===== config.mk =====
export PLATFORM = sky130hd
export DESIGN_NAME = sci_status_flag_logic
export DESIGN_NICKNAME = d
export VERILOG_FILES = /design/src/sci_pkg.sv /design/src/sci_bit_sampler.sv /design/src/sci_parity_check.sv /design/src/sci_status_flag_logic.sv
export SDC_FILE = /design/constraint.sdc
export NUM_CORES = 1
export LEC_CHECK = 0
export ABC_AREA = 1
export ABC_CLOCK_PERIOD_IN_PS = 2600
export BUFFER_PORTS_ARGS = -buffer_cell sky130_fd_sc_hd__buf_4
export CORE_UTILIZATION = 35
export DETAILED_ROUTE_END_ITERATION = 8
export HOLD_SLACK_MARGIN = 0.1
export PLACE_DENSITY = 0.61
export SETUP_SLACK_MARGIN = 0.15
export SLEW_MARGIN = 0
export SYNTH_ARGS = -nofsm -noshare
export SYNTH_HDL_FRONTEND = slang
export SYNTH_HIERARCHICAL = 1
export SYNTH_SLANG_ARGS = --single-unit

===== constraint.sdc =====
create_clock -name ref_clk_in -period 2.6 [get_ports ref_clk_in]
set_clock_uncertainty 0.15 [all_clocks]
set_input_delay 0.39 -clock ref_clk_in [delete_from_list [all_inputs] [get_ports ref_clk_in]]
set_output_delay 0.39 -clock ref_clk_in [all_outputs]
set_load 0.005 [all_outputs]

===== src/sci_pkg.sv =====
/*
 Shared constants for the serial status flag block: register offsets, bit positions,
 reset values, frame kinds and the bit-sampler state type.
 Assumes a byte-wide register port with a three-bit address.
*/
package sci_pkg;
    localparam int ADDR_W = 3;
    localparam int DATA_W = 8;
    localparam int WORD_W = 9;

    localparam logic [ADDR_W-1:0] OFS_STATUS = 3'h0;
    localparam logic [ADDR_W-1:0] OFS_DATA = 3'h1;
    localparam logic [ADDR_W-1:0] OFS_CTRL_A = 3'h2;
    localparam logic [ADDR_W-1:0] OFS_CTRL_B = 3'h3;
    localparam logic [ADDR_W-1:0] OFS_EVT_STATUS = 3'h4;
    localparam logic [ADDR_W-1:0] OFS_EVT_MASK = 3'h5;

    // status flag positions, also used by the event status and mask registers
    localparam int BIT_TX_EMPTY = 7;
    localparam int BIT_TX_DONE = 6;
    localparam int BIT_RX_FULL = 5;
    localparam int BIT_IDLE = 4;
    localparam int BIT_OVERRUN = 3;
    localparam int BIT_NOISE = 2;
    localparam int BIT_FRAMING = 1;
    localparam int BIT_PARITY = 0;

    // serial_control_reg_a fields
    localparam int BIT_WORD_LEN = 4;
    localparam int BIT_PARITY_EN = 2;
    localparam int BIT_PARITY_SEL = 1;
    localparam int BIT_PARITY_IRQ = 0;

    // serial_control_reg_b fields
    localparam int BIT_TX_EMPTY_IRQ = 7;
    localparam int BIT_COMPLETE_IRQ = 6;
    localparam int BIT_RECEIVE_IRQ = 5;
    localparam int BIT_IDLE_IRQ = 4;

    localparam logic [DATA_W-1:0] STATUS_RESET = 8'hC0;
    localparam logic [DATA_W-1:0] CTRL_RESET = 8'h00;
    localparam logic [DATA_W-1:0] EVT_RESET = 8'h00;
    localparam logic [DATA_W-1:0] READ_ZERO = 8'h00;

    localparam logic [1:0] KIND_DATA = 2'h0;
    localparam logic [1:0] KIND_PREAMBLE = 2'h1;
    localparam logic [1:0] KIND_BREAK = 2'h2;

    localparam int SAMPLE_CNT_W = 5;
    localparam logic [SAMPLE_CNT_W-1:0] SAMPLES_PER_BIT = 5'h10;
    localparam logic [SAMPLE_CNT_W-1:0] VOTE_FIRST = 5'h08;
    localparam logic [SAMPLE_CNT_W-1:0] VOTE_LAST = 5'h0A;

    typedef enum logic {SAMP_IDLE, SAMP_RUN} sampler_state_t;
endpackage : sci_pkg


===== src/sci_bit_sampler.sv =====
/*
 Sixteen-fold bit sampler: votes on samples 8, 9 and 10 of each bit and reports noise
 when they disagree. Assumes a one-cycle sample tick and a bit start pulse that resyncs.
*/
`timescale 1ns/1ps
`default_nettype none
module sci_bit_sampler (
    input wire logic ref_clk_in,
    input wire logic srst_in,
    input wire logic sample_tick_in,
    input wire logic bit_start_in,
    input wire logic rx_in,
    output logic bit_done_out,
    output logic bit_value_out,
    output logic bit_noise_out
);
    typedef struct packed {
        sci_pkg::sampler_state_t state;
        logic [sci_pkg::SAMPLE_CNT_W-1:0] count;
        logic [2:0] votes;
        logic done;
        logic value;
        logic noise;
    } sampler_regs_t;

    sampler_regs_t s_reg;
    sampler_regs_t s_next;
    logic [sci_pkg::SAMPLE_CNT_W-1:0] idx;

    always_comb begin
        s_next = s_reg;
        s_next.done = 1'b0;
        idx = s_reg.count + 5'h01;
        unique case (s_reg.state)
            sci_pkg::SAMP_IDLE: begin
            end
            sci_pkg::SAMP_RUN: begin
                if (sample_tick_in) begin
                    s_next.count = idx;
                    if (idx >= sci_pkg::VOTE_FIRST && idx <= sci_pkg::VOTE_LAST) begin
                        s_next.votes = {rx_in, s_reg.votes[2:1]};
                    end
                    if (idx == sci_pkg::SAMPLES_PER_BIT) begin
                        s_next.done = 1'b1;
                        s_next.value = (s_reg.votes[0] & s_reg.votes[1])
                            | (s_reg.votes[1] & s_reg.votes[2])
                            | (s_reg.votes[0] & s_reg.votes[2]);
                        s_next.noise = ~(&s_reg.votes) & (|s_reg.votes);
                        s_next.state = sci_pkg::SAMP_IDLE;
                    end
                end
            end
        endcase
        if (bit_start_in) begin
            s_next.state = sci_pkg::SAMP_RUN;
            s_next.count = '0;
        end
        if (srst_in) begin
            s_next.state = sci_pkg::SAMP_IDLE;
            s_next.count = '0;
            s_next.votes = 3'h0;
            s_next.done = 1'b0;
            s_next.value = 1'b1;
            s_next.noise = 1'b0;
        end
    end

    always_ff @(posedge ref_clk_in) begin
        s_reg <= s_next;
    end

    assign bit_done_out = s_reg.done;
    assign bit_value_out = s_reg.value;
    assign bit_noise_out = s_reg.noise;
endmodule : sci_bit_sampler
`default_nettype wire


===== src/sci_parity_check.sv =====
/*
 Receive parity checker: flags a word whose count of ones does not match the
 selected parity. Assumes the parity bit sits at the top of the 8 or 9 bit word.
*/
`timescale 1ns/1ps
`default_nettype none
module sci_parity_check (
    input wire logic [sci_pkg::WORD_W-1:0] word_in,
    input wire logic word_len_in,
    input wire logic odd_in,
    output logic error_out
);
    logic ones_odd;

    always_comb begin
        // short frames carry parity in bit 7, the ninth bit is not part of them
        if (word_len_in) begin
            ones_odd = ^word_in;
        end else begin
            ones_odd = ^word_in[sci_pkg::DATA_W-1:0];
        end
        error_out = ones_odd ^ odd_in;
    end
endmodule : sci_parity_check
`default_nettype wire


===== src/sci_status_flag_logic.sv =====
/*
 Status flag logic of an asynchronous serial interface: eight read-only flags, their
 clearing sequences, the shared serial interrupt and a maskable event register.
 Assumes the shift-register datapath, baud generator and idle detector sit outside and
 deliver one-cycle strobes synchronous to ref_clk_in.
*/
// Chosen here: the register offsets and the plain strobed port.
`timescale 1ns/1ps
`default_nettype none
// Notes on behaviour
// - holding-to-shift move sets transmit-empty flag
// - transmit-empty with enable requests interrupt
// - status access then data write clears transmit flags
// - finished data frame sets complete flag, interrupt
// - preamble or break never sets complete flag
// - word into data register sets receive-ready
// - status access then data read clears receive flags
// - idle line sets idle flag, interrupt
// - idle rearms only after new received word
// - word ready while receive-ready set: overrun
// - overrun without framing error keeps old data in holding register
// - noise flag set, no own interrupt
// - framing error flag set, no own interrupt
// - framing plus overrun: transfer, overrun only
// - parity failure sets flag, optional interrupt
// - reset reads C0h, flags read-only
// - majority of samples 8-10, disagreement is noise
// - parity check even or odd count
module sci_status_flag_logic (
    input wire logic ref_clk_in,
    input wire logic srst_in,
    input wire logic [sci_pkg::ADDR_W-1:0] reg_addr_in,
    input wire logic [sci_pkg::DATA_W-1:0] reg_wdata_in,
    input wire logic reg_wr_in,
    input wire logic reg_rd_in,
    output logic [sci_pkg::DATA_W-1:0] reg_rdata_out,
    input wire logic tx_load_in,
    input wire logic tx_frame_done_in,
    input wire logic [1:0] tx_frame_kind_in,
    input wire logic rx_word_ready_in,
    input wire logic [sci_pkg::WORD_W-1:0] rx_word_in,
    input wire logic rx_frame_err_in,
    input wire logic idle_detect_in,
    input wire logic rx_pin_in,
    input wire logic sample_tick_in,
    input wire logic bit_start_in,
    output logic sci_irq_out,
    output logic event_irq_out,
    output logic [sci_pkg::DATA_W-1:0] tx_data_out,
    output logic parity_en_out,
    output logic parity_select_out,
    output logic word_len_out
);
    typedef struct packed {
        logic [sci_pkg::DATA_W-1:0] status;
        logic [sci_pkg::DATA_W-1:0] rx_holding;
        logic [sci_pkg::DATA_W-1:0] tx_holding;
        logic [sci_pkg::DATA_W-1:0] ctrl_a;
        logic [sci_pkg::DATA_W-1:0] ctrl_b;
        logic [sci_pkg::DATA_W-1:0] evt_status;
        logic [sci_pkg::DATA_W-1:0] evt_mask;
        logic [sci_pkg::DATA_W-1:0] rdata;
        logic status_seen;
        logic idle_armed;
        logic noise_pend;
        logic sci_irq;
        logic evt_irq;
    } flag_regs_t;

    flag_regs_t r_reg;
    flag_regs_t r_next;

    logic bit_done;
    logic bit_value;
    logic bit_noise;
    logic parity_err;

    logic status_acc;
    logic data_rd;
    logic data_wr;
    logic overrun;
    logic xfer_word;
    logic clean_xfer;
    logic word_noise;
    logic [sci_pkg::DATA_W-1:0] set_vec;
    logic [sci_pkg::DATA_W-1:0] clr_vec;

    sci_bit_sampler u_sampler (
        .ref_clk_in(ref_clk_in),
        .srst_in(srst_in),
        .sample_tick_in(sample_tick_in),
        .bit_start_in(bit_start_in),
        .rx_in(rx_pin_in),
        .bit_done_out(bit_done),
        .bit_value_out(bit_value),
        .bit_noise_out(bit_noise)
    );

    sci_parity_check u_parity (
        .word_in(rx_word_in),
        .word_len_in(r_reg.ctrl_a[sci_pkg::BIT_WORD_LEN]),
        .odd_in(r_reg.ctrl_a[sci_pkg::BIT_PARITY_SEL]),
        .error_out(parity_err)
    );

    always_comb begin
        r_next = r_reg;
        status_acc = (reg_rd_in || reg_wr_in) && reg_addr_in == sci_pkg::OFS_STATUS;
        data_rd = reg_rd_in && reg_addr_in == sci_pkg::OFS_DATA;
        data_wr = reg_wr_in && reg_addr_in == sci_pkg::OFS_DATA;

        // a full holding register means the new word overruns it
        overrun = rx_word_ready_in && r_reg.status[sci_pkg::BIT_RX_FULL];
        // a framed-bad word that overruns still moves in, flagged as overrun only
        xfer_word = rx_word_ready_in
            && (!r_reg.status[sci_pkg::BIT_RX_FULL] || rx_frame_err_in);
        clean_xfer = xfer_word && !overrun;
        // the last bit's noise may land in the same cycle as the word strobe
        word_noise = r_reg.noise_pend || (bit_done && bit_noise);

        set_vec = '0;
        set_vec[sci_pkg::BIT_TX_EMPTY] = tx_load_in;
        set_vec[sci_pkg::BIT_TX_DONE] = tx_frame_done_in
            && tx_frame_kind_in == sci_pkg::KIND_DATA;
        set_vec[sci_pkg::BIT_RX_FULL] = xfer_word;
        set_vec[sci_pkg::BIT_IDLE] = idle_detect_in && r_reg.idle_armed;
        set_vec[sci_pkg::BIT_OVERRUN] = overrun;
        set_vec[sci_pkg::BIT_NOISE] = clean_xfer && word_noise;
        set_vec[sci_pkg::BIT_FRAMING] = clean_xfer && rx_frame_err_in;
        set_vec[sci_pkg::BIT_PARITY] = clean_xfer
            && r_reg.ctrl_a[sci_pkg::BIT_PARITY_EN] && parity_err;

        clr_vec = '0;
        if (r_reg.status_seen && data_wr) begin
            clr_vec[sci_pkg::BIT_TX_EMPTY] = 1'b1;
            clr_vec[sci_pkg::BIT_TX_DONE] = 1'b1;
        end
        if (r_reg.status_seen && data_rd) begin
            clr_vec[sci_pkg::BIT_RX_FULL] = 1'b1;
            clr_vec[sci_pkg::BIT_IDLE] = 1'b1;
            clr_vec[sci_pkg::BIT_OVERRUN] = 1'b1;
            clr_vec[sci_pkg::BIT_NOISE] = 1'b1;
            clr_vec[sci_pkg::BIT_FRAMING] = 1'b1;
        end
        // parity clears on either kind of data access after the status access
        if (r_reg.status_seen && (data_rd || data_wr)) begin
            clr_vec[sci_pkg::BIT_PARITY] = 1'b1;
        end
        // set beats clear so an event landing on the clearing access survives
        r_next.status = (r_reg.status & ~clr_vec) | set_vec;

        if (status_acc) begin
            r_next.status_seen = 1'b1;
        end else if (data_rd || data_wr) begin
            r_next.status_seen = 1'b0;
        end

        if (set_vec[sci_pkg::BIT_RX_FULL]) begin
            r_next.idle_armed = 1'b1;
        end else if (set_vec[sci_pkg::BIT_IDLE]) begin
            r_next.idle_armed = 1'b0;
        end

        if (rx_word_ready_in) begin
            r_next.noise_pend = 1'b0;
        end else if (bit_done && bit_noise) begin
            r_next.noise_pend = 1'b1;
        end

        if (xfer_word) begin
            r_next.rx_holding = rx_word_in[sci_pkg::DATA_W-1:0];
        end

        r_next.rdata = sci_pkg::READ_ZERO;
        if (reg_rd_in) begin
            unique case (reg_addr_in)
                sci_pkg::OFS_STATUS: r_next.rdata = r_reg.status;
                sci_pkg::OFS_DATA: r_next.rdata = r_reg.rx_holding;
                sci_pkg::OFS_CTRL_A: r_next.rdata = r_reg.ctrl_a;
                sci_pkg::OFS_CTRL_B: r_next.rdata = r_reg.ctrl_b;
                sci_pkg::OFS_EVT_STATUS: r_next.rdata = r_reg.evt_status;
                sci_pkg::OFS_EVT_MASK: r_next.rdata = r_reg.evt_mask;
                default: r_next.rdata = sci_pkg::READ_ZERO;
            endcase
        end

        // status itself ignores writes: the flags are read-only
        if (reg_wr_in) begin
            unique case (reg_addr_in)
                sci_pkg::OFS_DATA: r_next.tx_holding = reg_wdata_in;
                sci_pkg::OFS_CTRL_A: r_next.ctrl_a = reg_wdata_in;
                sci_pkg::OFS_CTRL_B: r_next.ctrl_b = reg_wdata_in;
                sci_pkg::OFS_EVT_MASK: r_next.evt_mask = reg_wdata_in;
                default: begin
                end
            endcase
        end

        if (reg_wr_in && reg_addr_in == sci_pkg::OFS_EVT_STATUS) begin
            r_next.evt_status = (r_reg.evt_status & ~reg_wdata_in) | set_vec;
        end else begin
            r_next.evt_status = r_reg.evt_status | set_vec;
        end
        r_next.evt_irq = |(r_next.evt_status & r_next.evt_mask);

        // noise and framing have no enable: they ride on receive-ready
        r_next.sci_irq = (r_next.status[sci_pkg::BIT_TX_EMPTY]
                & r_next.ctrl_b[sci_pkg::BIT_TX_EMPTY_IRQ])
            | (r_next.status[sci_pkg::BIT_TX_DONE]
                & r_next.ctrl_b[sci_pkg::BIT_COMPLETE_IRQ])
            | (r_next.status[sci_pkg::BIT_RX_FULL]
                & r_next.ctrl_b[sci_pkg::BIT_RECEIVE_IRQ])
            | (r_next.status[sci_pkg::BIT_OVERRUN]
                & r_next.ctrl_b[sci_pkg::BIT_RECEIVE_IRQ])
            | (r_next.status[sci_pkg::BIT_IDLE]
                & r_next.ctrl_b[sci_pkg::BIT_IDLE_IRQ])
            | (r_next.status[sci_pkg::BIT_PARITY]
                & r_next.ctrl_a[sci_pkg::BIT_PARITY_IRQ]);

        if (srst_in) begin
            r_next.status = sci_pkg::STATUS_RESET;
            r_next.rx_holding = sci_pkg::CTRL_RESET;
            r_next.tx_holding = sci_pkg::CTRL_RESET;
            r_next.ctrl_a = sci_pkg::CTRL_RESET;
            r_next.ctrl_b = sci_pkg::CTRL_RESET;
            r_next.evt_status = sci_pkg::EVT_RESET;
            r_next.evt_mask = sci_pkg::EVT_RESET;
            r_next.rdata = sci_pkg::READ_ZERO;
            r_next.status_seen = 1'b0;
            r_next.idle_armed = 1'b1;
            r_next.noise_pend = 1'b0;
            r_next.sci_irq = 1'b0;
            r_next.evt_irq = 1'b0;
        end
    end

    always_ff @(posedge ref_clk_in) begin
        r_reg <= r_next;
    end

    assign reg_rdata_out = r_reg.rdata;
    assign sci_irq_out = r_reg.sci_irq;
    assign event_irq_out = r_reg.evt_irq;
    assign tx_data_out = r_reg.tx_holding;
    assign parity_en_out = r_reg.ctrl_a[sci_pkg::BIT_PARITY_EN];
    assign parity_select_out = r_reg.ctrl_a[sci_pkg::BIT_PARITY_SEL];
    assign word_len_out = r_reg.ctrl_a[sci_pkg::BIT_WORD_LEN];
endmodule : sci_status_flag_logic
`default_nettype wire


==> Yosys cells after proc, flatten, opt, wreduce, memory -nomap -nowiden <==
Index checks and enable logic that the tools add are counted.
{ "totals": {"register_bits": 81, "in_bits": 34, "out_inout_bits": 21, "wordCells": 122} }
{ "classes": {"n_addsub": 1, "magnitude_cmp": 2, "eq_ne": 6, "n_mux": 19, "n_bitwise": 30, "reduce_logical": 43} }
{ "op_table": {"columns": ["cell", "count"], "rows": [
  ["$pmux 8 s6", 1],
  ["$mux 8", 4],
  ["$and 8x8->8", 3],
  ["$mux 12", 2],
  ["$or 8x8->8", 3],
  ["$logic_and 1x1->1", 18],
  ["$not 8->8", 2],
  ["$and 1x1->1", 10],
  ["$mux 9", 1],
  ["$reduce_and 3->1", 3],
  ["$reduce_xor 9->1", 1],
  ["$reduce_and 2->1", 4],
  ["$reduce_or 2->1", 4],
  ["$reduce_or 8->1", 1],
  ["$reduce_xor 8->1", 1],
  ["$or 1x1->1", 7],
  ["$eq 3x2->1 const B", 2],
  ["$eq 3x3->1 const B", 2],
  ["$mux 1", 6],
  ["$mux 3", 2],
  ["$mux 6", 1],
  ["$reduce_or 3->1", 2],
  ["$add 5x1->5 const B", 1],
  ["$eq 5x5->1 const B", 1],
  ["12 further kinds", 19]
]} }

==> Logic depth before layout (Yosys ltp) <==
Gate-level depths: netlist (run 1).
{ "logic_depth": {"depth_word": 14, "ltp_mapped": 17, "mapped_depth_nobuf": 17} }

==> Modules after synthesis <==
Netlist (run 1), hierarchy kept.
{ "modules_own_cells": {"columns": ["mod", "instances", "cells_each", "area_per_inst_um2", "seq_area_each_um2"], "rows": [
  ["sci_status_flag_logic", 1, 430, 3103.0, 1381.3],
  ["sci_bit_sampler", 1, 97, 638.1, 240.2],
  ["sci_parity_check", 1, 46, 190.2, 0.0]
]} }

==> Least setup slack after synthesis (run 1) <==
No wires, ideal clock.
{ "synth_timing": {"path_kind": "input -> register", "start": "input rx_word_in[0] (netlist bit)", "end": "register r_reg (netlist bit event_irq_out)", "setup_time_ns": 0.131, "t_arrival_ns": 1.389, "t_required_ns": 2.319, "setup_slack_ns": 0.930, "stages": 17, "n_path_buf": 0, "path_cell_list": "nand2_1 inv_1 nor2_1 and2_4 nor2_4 inv_2 nand2_1 nand2_1 inv_1 nand2_1 inv_1 nand2_1 nand2_1 nand2_1 nand2_1 nor2_1 a21oi_2"} }
{ "synth_via": {"elab_chain_cells": 8, "elab_cells_between_ends": 10, "classes_between": "mux: 2; bitwise: 4; reduce/logical: 4"} }
{ "synth_lines": {"columns": ["element", "line_no", "source"], "rows": [
  ["start, declared", "sci_status_flag_logic.sv:41", "input wire logic [sci_pkg::WORD_W-1:0] rx_word_in,"],
  ["$reduce_xor 9->1 or $reduce_xor 8->1 (tied branches)", "sci_parity_check.sv:18, sci_parity_check.sv:20", null],
  ["$mux 1 (*)", "sci_parity_check.sv:17", "if (word_len_in) begin"],
  ["$xor 1x1->1 (*)", "sci_parity_check.sv:22", "error_out = ones_odd ^ odd_in;"],
  ["via parity_err", "sci_status_flag_logic.sv:76", "logic parity_err;"],
  ["$logic_and 1x1->1 (*)", "sci_status_flag_logic.sv:131", "&& r_reg.ctrl_a[sci_pkg::BIT_PARITY_EN] && parity_err;"],
  ["$or 8x8->8, on equally long branches", "sci_status_flag_logic.sv:202, sci_status_flag_logic.sv:200", null],
  ["$mux 8 (*)", "sci_status_flag_logic.sv:199", "if (reg_wr_in && reg_addr_in == sci_pkg::OFS_EVT_STATUS) begin"],
  ["$and 8x8->8 (*)", "sci_status_flag_logic.sv:204", "r_next.evt_irq = |(r_next.evt_status & r_next.evt_mask);"],
  ["$reduce_or 8->1 (*)", "sci_status_flag_logic.sv:204", null],
  ["end signal, assigned", "sci_status_flag_logic.sv:238", "r_reg <= r_next;"],
  ["end, declared", "sci_status_flag_logic.sv:70", "flag_regs_t r_reg;"]
]} }
The timed path passes the listed nets; every way through them passes the cells marked *.
A chain may end at the register's enable or synchronous reset.

==> Final worst setup path (run 1) <==
{ "layout_timing": {"start": "register r_reg (netlist bit parity_select_out)", "end": "register r_reg (netlist bit sci_irq_out)"} }
{ "layout_via": {"elab_chain_cells": 5} }
{ "layout_lines": {"columns": ["element", "line_no", "source"], "rows": [
  ["$xor 1x1->1", "sci_parity_check.sv:22", null],
  ["via parity_err", "sci_status_flag_logic.sv:76", null],
  ["$logic_and 1x1->1", "sci_status_flag_logic.sv:131", null],
  ["$or 8x8->8", "sci_status_flag_logic.sv:150", "r_next.status = (r_reg.status & ~clr_vec) | set_vec;"],
  ["$and 1x1->1", "sci_status_flag_logic.sv:218", "& r_next.ctrl_a[sci_pkg::BIT_PARITY_IRQ]);"],
  ["$or 1x1->1", "sci_status_flag_logic.sv:217", "| (r_next.status[sci_pkg::BIT_PARITY]"]
]} }
The timed path passes the listed nets, and every way through them passes these cells.

==> results of run 1 <==
==> critical path, delay by kind of cell, from the launching register on <==
kind / cells / cell delay, ns
buffers and inverters: 3 / 0.13
and+or+nand+nor: 12 / 0.96
AOI/OAI and AO/OA: 1 / 0.07
DFF: 1 / 0.39
==> per-stage QoR <==
step / area, um^2 / total power [W] / instances
detailed placement: 4290 / 0.00163 / 732
finish: 4480 / 0.00245 / 749
global placement: 4290 / 0.00162 / 732
floorplan: 3890 / 0.00151 / 567
CTS: 4480 / 0.00246 / 749
global route: 4480 / 0.00256 / 749
==> power by group through the flow <==
stage / sequential, W / clock [W] / combinational [W]
after floorplan: 0.00132 / 0 / 0.000192
after global placement: 0.00133 / 0 / 0.000297
after detailed placement: 0.00133 / 0 / 0.000302
after CTS: 0.00130 / 0.000862 / 0.000305
after global routing: 0.00130 / 0.000912 / 0.000345
final: 0.00130 / 0.000846 / 0.000304
==> layout make-up <==
type / instances / area (um^2)
fill: 1162 / 6360
multi-input combinational: 382 / 1790
sequential: 80 / 1600
timing repair buffer: 64 / 483
inverter: 67 / 251
tap: 140 / 175
clock buffer: 9 / 124
clock inverter: 7 / 53.8
==> per-layer routing <==
layer / part of all wire / global-route usage / wire [um] / vias up
met2: 0.48 / 0.312 / 4760 / 99
met5: 0 / 0 / 0 / -
met1: 0.45 / 0.224 / 4440 / 1701
li1: - / - / - / 1881
met3: 0.051 / 0.0387 / 510 / 18
met4: 0.020 / 0.0616 / 195 / 0
==> worst paths after layout <==
kind / end / slack, ns / cells after the start
worst max-delay path: sci_irq_out / 0.74 / 16
worst min-delay path: u_sampler/s_reg[5] / 0.11 / 3
worst max register to register: sci_irq_out / 0.74 / 16
worst min register to register: r_reg[29] / 0.30 / 2
==> repair_timing <==
| action | 4_1_cts | 5_1_grt |
|---|---|---|
| hold buffers | 1 | 0 |
| gates resized for setup | 0 | 0 |
| endpoints found under the hold margin | 1 | 0 |
==> results.md, run 1 <==
- YS warnings: 6
- Status: finished, final reports clean
- Vias post-DR: 3,699
- WL final: 9.91 mm
- Die height: 107 um
- Final setup fails: 0
- First-pass GRT wire length: 16.2 mm
- Clock Latency Late Sink: 0.36 ns
- IO Port Bufs: 54
- Die X: 107 um
- GR Util All Layers: 0.182
- Wire per inst: 13.2 um
- Switch share: 0.289
- WP data arrival: 1.92 ns
- Critical setup path kind: reg -> reg
- DRT Pass-1 Iters: 7
- Placer Congestion: 0.880
- Detailed placer's ending HPWL: 7.35 mm
- Max-cap violation count: 0
- Sequential power share: 0.530
- Crit path largest cell delay: 0.39 ns
- Worst Path Required: 2.67 ns
- CP Cell Sequence: inv_1 -> nand2_1 -> nand2_1 -> and2_4 -> nor2_4 -> nand3_1 -> nand2_1 -> inv_1 -> nand2_1 -> inv_1 -> nand2_1 -> nand2_1 -> nand2_1 -> nand2_1 -> nor2_1 -> a21oi_1
- Max-slew violations: 0
- DRC errors left: 0
- Maximum VDD drop: 0.405 mV
- Type of the tightest min-delay check: in -> reg
- Critical Path Sink Type: flop
- Logic pwr share: 0.124
- Layout cell share with drive strength beyond 1: 0.166
- Syn-to-layout area delta: 15.3%
- FMAX: 539 MHz
- Synth Instances: 567
- RSZ-0062 raised after global routing: no
- Clk pwr share: 0.346
- NetSw: 0.000707 W
- Core area: 10,800 um^2
- Commonest non-fill, non-tap cell in the layout: nand2_1
- Min-delay src: rx_pin_in
- Initial Util: 0.358
- Slew HR: 0.683
- Clk sinks: 80
- CTS tree: built
- Nets: 640
- CP Max Fanout: 4
- Ratio of final minimum period to clock period: 0.714
- Syn avg cell area: 6.85 um^2
- Most used cell, CP: nand2_1
- Synth Cell Area: 3890 um^2
- Final setup TNS: 0 ns
- Reg-to-Reg Start: parity_select_out
- Vias in the first global route: 3,419
- N_diodes: 0
- Post-CTS setup buffer count: 0
- Int Power: 0.00174 W
- I/O Pins: 55
- CP startpoint kind: flop
- Die Area: 11,500 um^2
- CTS Buf Count: 9
- GR Overflow Total: 0
- Most frequent cells in the layout: 150 x nand2_1, 80 x dfxtp_1, 66 x nor2_1, 63 x inv_1, 63 x buf_4
- Clock Path Buffers: 2
- Critical path's slowest cell: dfxtp_1
- Largest register FFs: 48
- Syn nets: 603
- Final hold vios: 0
- Fin worst setup slack: 0.745 ns
- Vias per cell: 4.94
- Post-DRT Antenna Nets: 0
- Core Util, Final: 0.413
- Least-Margin Pin Slew: 0.475 ns
- Pwr Density: 546 nW/um^2
- Clk slew on worst S/H paths: 0.09 ns
- First DRT Iteration DRCs: 165
- Root Buffer: clkbuf_8
- Origin of the worst setup path: parity_select_out
- H-tree depth: 3
- Tmin final: 1.86 ns
- Pre-CTS setup slack: 0.556 ns
- FP Rows: 38
- Antenna violations before repair: 0
- Largest net degree at the start of global routing: 38
- WHS: 0.110 ns
- Leakage power: 2.04 nW
Power figures use the tool's default switching activity.
==> inputs of run 2 (changes only) <==
Settings changed: ABC_CLOCK_PERIOD_IN_PS 2600 to 1600, PLACE_DENSITY 0.61 to 0.63.
Clock period 2.6 ns to 1.6 ns, I/O delays scaled along.
==> results.md, run 2 (same netlist as run 1, synthesis figures left out) <==
- Syn-to-layout area delta: 36.5%
- Die Area: 11,500 um^2 (unchanged)
- Die X: 107 um (unchanged)
- WP data arrival: 1.81 ns (-0.11 ns)
- Max-slew violations: 0 (unchanged)
- Commonest non-fill, non-tap cell in the layout: nand2_1
- Metal3 WL: 719 um (+41%)
- Maximum VDD drop: 0.400 mV (-1.4%)
- Ratio of final minimum period to clock period: 1.08 (+0.363)
- Initial Util: 0.358 (unchanged)
- Wire per inst: 13.7 um (+3.4%)
- Critical Path Sink Type: flop
- Vias in the first global route: 3,696 (+8.1%)
- Reg-to-Reg Start: parity_select_out
- CP startpoint kind: flop
- Least-Margin Pin Slew: 0.340 ns (-0.135 ns)
- Crit path max-delay family: simple AND/OR/NAND/NOR gates
- DRC errors left: 0 (unchanged)
- WHS: 0.123 ns (+0.0130 ns)
- Overall Power: 0.00417 W (+70%)
- Vias post-DR: 3,944 (+6.6%)
- IO Port Bufs: 54 (unchanged)
- Clock Latency Late Sink: 0.36 ns (about the same)
- Post-DRT Antenna Nets: 0 (unchanged)
- Status: complete, but fails checks
- Vias per cell: 4.81 (-2.6%)
- First-pass GRT wire length: 17.9 mm (+11%)
- Dpl cell area: 4590 um^2 (+7.0%)
- WL met1: 4.86 mm (+9.5%)
- Leakage power: 2.40 nW (+17%)
- Largest net degree at the start of global routing: 36 (-5.3%)
- Most frequent cells in the layout: 133 x nand2_1, 102 x buf_4, 74 x dfxtp_1, 60 x nor2_1, 58 x inv_1
- WL final: 11.2 mm (+13%)
- Layout cell share with drive strength beyond 1: 0.275 (+0.109)
- FMAX: 581 MHz (+7.7%)
- Final setup TNS: -0.218 ns (-0.218 ns)
- Origin of the worst setup path: parity_select_out
- Type of the tightest min-delay check: in -> reg
- Core Util, Final: 0.489 (+0.0762)
- Met2 wire length: 5.43 mm (+14%)
- Clk sinks: 80 (unchanged)
- CP Cell Sequence: inv_2 -> nand2_2 -> nand2_2 -> and2_4 -> nor2_4 -> nand3_2 -> nand2_1 -> inv_1 -> nand2_1 -> inv_1 -> nand2_2 -> nand2_1 -> nand2_1 -> nand2_1 -> nor2_1 -> a21oi_1
- Critical path's slowest cell: dfxtp_2
- CTS tree: built
- Final Instance Area: 5310 um^2 (+18%)
- Detailed placer's ending HPWL: 7.81 mm (+6.2%)
- Fin worst setup slack: -0.123 ns (-0.867 ns)
- Antenna violations before repair: 0 (unchanged)
- Worst Path Required: 1.69 ns (-0.98 ns)
- Tmin final: 1.72 ns (-0.133 ns)
- Failing checks: setup timing
- Core area: 10,800 um^2 (unchanged)
- Critical setup path kind: reg -> reg
- N_diodes: 0 (unchanged)
- Placer Congestion: 0.869 (-1.2%)
- Nets: 711 (+11%)
- H-tree depth: 3 (unchanged)
- Die height: 107 um (unchanged)
- CP Max Fanout: 4 (unchanged)
- Buffers and inverters on the worst path: 3 (unchanged)
- CTS Buf Count: 9 (unchanged)
- Clk slew on worst S/H paths: 0.08 ns (about the same)
- Slew HR: 0.773 (+0.0896)
- Max-cap violation count: 0 (unchanged)
- Fillcell total: 1,059 (-8.9%)
- Max layer used: met4
- Final hold vios: 0 (unchanged)
- Crit path largest cell delay: 0.35 ns (-0.04 ns)
- DRT Pass-1 Iters: 7 (unchanged)
- Clock Path Buffers: 2 (unchanged)
- I/O Pins: 55 (unchanged)
- Most used cell, CP: nand2_1
- Final setup fails: 2 (+2)
- GR Overflow Total: 0 (unchanged)
- FP Rows: 38 (unchanged)
- Root Buffer: clkbuf_8
- Largest register FFs: 48 (unchanged)
- Pwr Density: 786 nW/um^2 (+44%)
- RSZ-0062 raised after global routing: yes
- GR Util All Layers: 0.203 (+0.0215)
- Min-delay src: reg_addr_in[1]
- First DRT Iteration DRCs: 283 (+72%)
## run 2: changes by cell type in the layout (fill, tap and decap cells not counted), sizes merged
| cell | delta |
|---|---|
| buf | +44 |
| dlygate4sd3 | +27 |
| clkbuf | +3 |
| inv | -2 |
| clkinvlp | -1 |
## run 2: final cells by class
| type | instances | area [um^2] | area share |
|---|---|---|---|
| clock buffers | 12 | 155 | 0.0292 |
| inverters | 67 | 256 | 0.0483 |
| multi-input cells | 382 | 1960 | 0.369 |
| well taps | 140 | 175 | 0.0330 |
| flip-flops and latches | 80 | 1620 | 0.305 |
| clock inverters | 4 | 28.8 | 0.00542 |
| repair buffers | 135 | 1110 | 0.209 |
## run 2: per-stage QoR
step | instances | setup slack, ns
floorplan | 567 | -0.00812
global placement | 770 | -0.149
detailed placement | 770 | -0.168
CTS | 817 | -0.117
global route | 820 | -0.305
finish | 820 | -0.123
## run 2: report_power, final
| part | leakage, nW | total (W) | internal, W | switching [W] |
|---|---|---|---|---|
| Clock | 0.0886 | 0.00140 | 0.000649 | 0.000754 |
| Combinational | 1.65 | 0.000659 | 0.000308 | 0.000351 |
| Sequential | 0.656 | 0.00211 | 0.00206 | 0.0000488 |
| Total | 2.40 | 0.00417 | 0.00302 | 0.00115 |
## run 2: timing repair
item,4_1_cts,5_1_grt
pin swaps,13,23
hold buffers,28,0
setup buffers,3,3
setup endpoints to repair,10,23
hold endpoints to repair,46,0
gates resized for setup,17,45
## run 2: final timing paths
kind	end	slack, ns	depth (start not counted)
setup reg to reg	sci_irq_out	-0.12	16
hold reg to reg	r_reg[29]	0.30	2
hold / removal	r_reg[15]	0.12	4
setup / recovery	sci_irq_out	-0.12	16
## run 2: routing by layer
| metal | GRT usage | up-vias |
|---|---|---|
| met5 | 0 | - |
| met2 | 0.344 | 121 |
| met3 | 0.0387 | 16 |
| met1 | 0.259 | 1793 |
| met4 | 0.0646 | 0 |
| li1 | - | 2014 |
## run 2: tightest hold or removal path, cell delays in order
cell,delay [ns]
buf_4,0.12
nor2_4,0.06
nand4_1,0.09
a21oi_1,0.06
==> inputs of run 3 (changes only) <==
Settings changed: CORE_UTILIZATION 35 to 52, PLACE_DENSITY 0.63 to 0.84.
==> results.md, run 3 (same netlist as run 1, synthesis figures left out) <==
- Buffers and inverters on the worst path: 2 (-1)
- Dpl cell area: 4480 um^2 (-2.4%)
- Min-delay src: srst_in
- Vias per cell: 5.39 (+12%)
- R2R Path End: event_irq_out
- Hold Path End: u_sampler/s_reg[11]
- Initial Util: 0.536 (+0.177)
- Vias post-DR: 4,142 (+5.0%)
- CTS Buf Count: 9 (unchanged)
- Clk sinks: 80 (unchanged)
- Sequential power share: 0.477 (-0.029)
- Clock Latency Late Sink: 0.35 ns (about the same)
- FMAX: 573 MHz (-1.3%)
- Placed Cells: 723 (-6.1%)
- Max-cap violation count: 0 (unchanged)
- RSZ-0062 raised after global routing: yes
- Die Area: 7820 um^2 (-32%)
- Multi-input logic area: 1950 um^2 (-0.26%)
- Ratio of final minimum period to clock period: 1.09 (+0.0139)
- Wire per inst: 14.7 um (+7.5%)
- Crit path max-delay family: simple AND/OR/NAND/NOR gates
- Core area: 7250 um^2 (-33%)
- Critical Path Sink Type: flop
- CP Cell Sequence: nand2_1 -> nand2_2 -> and2_4 -> nor2_4 -> nand3_2 -> nand2_1 -> inv_1 -> nand2_1 -> inv_1 -> nand2_2 -> nand2_1 -> nand2_1 -> nand2_1 -> nor2_1 -> a21oi_2
- Detailed placer's ending HPWL: 7.44 mm (-4.7%)
- Fin worst setup slack: -0.145 ns (-0.0223 ns)
- N_diodes: 0 (unchanged)
- Fillcell total: 565 (-47%)
- DRC errors left: 0 (unchanged)
- Overall Power: 0.00443 W (+6.3%)
- Hold depth: 2 (-2)
- H-tree depth: 3 (unchanged)
- Crit path largest cell delay: 0.37 ns (+0.02 ns)
- Final Instance Area: 5190 um^2 (-2.1%)
- Final setup fails: 4 (+2)
- Failing checks: hold timing, setup timing
- Tmin final: 1.74 ns (+0.0223 ns)
- GR Overflow Total: 0 (unchanged)
- NetSw: 0.00119 W (+3.2%)
- Die height: 88.5 um (-18%)
- Largest register FFs: 48 (unchanged)
- Post-DRT Antenna Nets: 0 (unchanged)
- Syn-to-layout area delta: 33.7%
- Clk slew on worst S/H paths: 0.09 ns (about the same)
- Nets: 700 (-1.5%)
- I/O Pins: 55 (unchanged)
- Switch share: 0.269 (-0.00808)
- Vias in the first global route: 3,673 (-0.62%)
- Root Buffer: clkbuf_8
- Critical setup path kind: reg -> reg
- CP startpoint kind: flop
- Most frequent cells in the layout: 132 x nand2_1, 95 x buf_4, 74 x dfxtp_1, 59 x inv_1, 59 x nor2_1
- CP Max Fanout: 4 (unchanged)
- DRT Pass-1 Iters: 5 (-2)
- Least-Margin Pin Slew: 0.412 ns (+0.0723 ns)
- Reg area: 1620 um^2 (unchanged)
- Critical path's slowest cell: dfxtp_4
- Core Util, Final: 0.716 (+0.227)
- Slew HR: 0.725 (-0.0483)
- Int Power: 0.00324 W (+7.5%)
- GR Util All Layers: 0.282 (+0.0794)
- Commonest non-fill, non-tap cell in the layout: nand2_1
- Most used cell, CP: nand2_1
- Worst Path Required: 1.68 ns (about the same)
- Largest net degree at the start of global routing: 36 (unchanged)
- Max-slew violations: 0 (unchanged)
- First DRT Iteration DRCs: 279 (-1.4%)
- Pre-CTS setup slack: -0.130 ns (+0.0385 ns)
- Clock Path Buffers: 2 (unchanged)
- Reg-to-Reg Start: parity_select_out
- Maximum VDD drop: 0.538 mV (+34%)
- FP Rows: 31 (-18%)
- Logic pwr share: 0.147 (-0.011)
- First-pass GRT wire length: 16.6 mm (-7.7%)
- Finished Layout Cells: 768 (-6.3%)
- WL final: 11.3 mm (+0.65%)
- Type of the tightest min-delay check: in -> reg
- IO Port Bufs: 54 (unchanged)
- Worst R2R Path Depth: 15 (-1)
- Cts hold-fix bufs: 20 (-29%)
- Final hold vios: 1 (+1)
- Die X: 88.5 um (-18%)
- Leakage power: 2.37 nW (-1.3%)
- CTS tree: built
- Status: complete, but fails checks
- Placer Congestion: 0.910 (+4.8%)
- Flop-to-flop setup slack: -0.14 ns (-0.02 ns)
- WP data arrival: 1.82 ns (about the same)
- Stages on worst setup path: 15 (-1)
- Antenna violations before repair: 0 (unchanged)
- Layout cell share with drive strength beyond 1: 0.277 (+0.00153)
- Clk pwr share: 0.376 (+0.040)
- WHS: -0.0751 ns (-0.198 ns)
- Pwr Density: 854 nW/um^2 (+8.5%)
## run 3: cell count changes in the layout (fill, tap and decap cells not counted), moves of 3 or more
cell | previous run | this run
buf_4 | 102 | 95
a21oi_2 | 1 | 5
nand3_1 | 23 | 27
nand3_2 | 8 | 4
dlygate4sd3_1 | 28 | 19
a21oi_1 | 45 | 41
nand2_4 | 4 | 1
buf_6 | 4 | 8
nand2_2 | 15 | 19
## run 3: routing by layer
layer	up-vias	wire length [um]	global-route usage
met2	196	5620	0.487
met1	1909	4470	0.350
li1	2002	-	-
met5	-	0	0
met3	35	790	0.0438
met4	0	408	0.123
## run 3: worst max-delay path by stage
stage | start | to | slack (ns)
floorplan | parity_select_out | event_irq_out | -0.008
global placement | rx_word_in[0] | event_irq_out | -0.11
detailed placement | rx_word_in[0] | event_irq_out | -0.13
CTS | parity_select_out | event_irq_out | -0.1
global route | parity_select_out | event_irq_out | -0.22
finish | parity_select_out | event_irq_out | -0.14
## run 3: cell type report
class / count / share of cell area
Multi-Input combinational cell: 382 / 0.376
Sequential cell: 80 / 0.312
Timing Repair Buffer: 124 / 0.197
Inverter: 67 / 0.0494
Clock buffer: 10 / 0.0246
Tap cell: 99 / 0.0238
Clock inverter: 6 / 0.0178
## run 3: through the flow
step | TNS (ns) | hold slack [ns]
2_1_floorplan | -0.00812 | 0.162
6_report | -0.268 | -0.0751
4_1_cts | -0.199 | -0.0760
5_1_grt | -0.729 | -0.0867
3_3_place_gp | -0.188 | 0.282
3_5_place_dp | -0.283 | 0.288
## run 3: repair_timing
item,in CTS,in global routing
setup endpoints to repair,11,25
gates resized for setup,19,49
buffers inserted,6,3
hold endpoints to repair,32,2
pin swaps,13,22
## run 3: worst register-to-register path: stages (launching register included)
cell     delay (ns)
dfxtp_4        0.37
nand2_1        0.08
nand2_2        0.07
and2_4         0.16
nor2_4         0.09
nand3_2        0.06
nand2_1        0.05
inv_1          0.03
nand2_1        0.05
inv_1          0.05
nand2_2        0.07
nand2_1        0.06
nand2_1        0.07
nand2_1        0.05
nor2_1         0.13
a21oi_2        0.06
## run 3: power by group through the flow
stage / sequential (W) / combinational [W] / clock, W
2_1_floorplan: 0.00214 / 0.000312 / 0
3_3_place_gp: 0.00215 / 0.000525 / 0
3_5_place_dp: 0.00216 / 0.000539 / 0
4_1_cts: 0.00211 / 0.000598 / 0.00167
5_1_grt: 0.00212 / 0.000711 / 0.00176
6_report: 0.00211 / 0.000652 / 0.00167
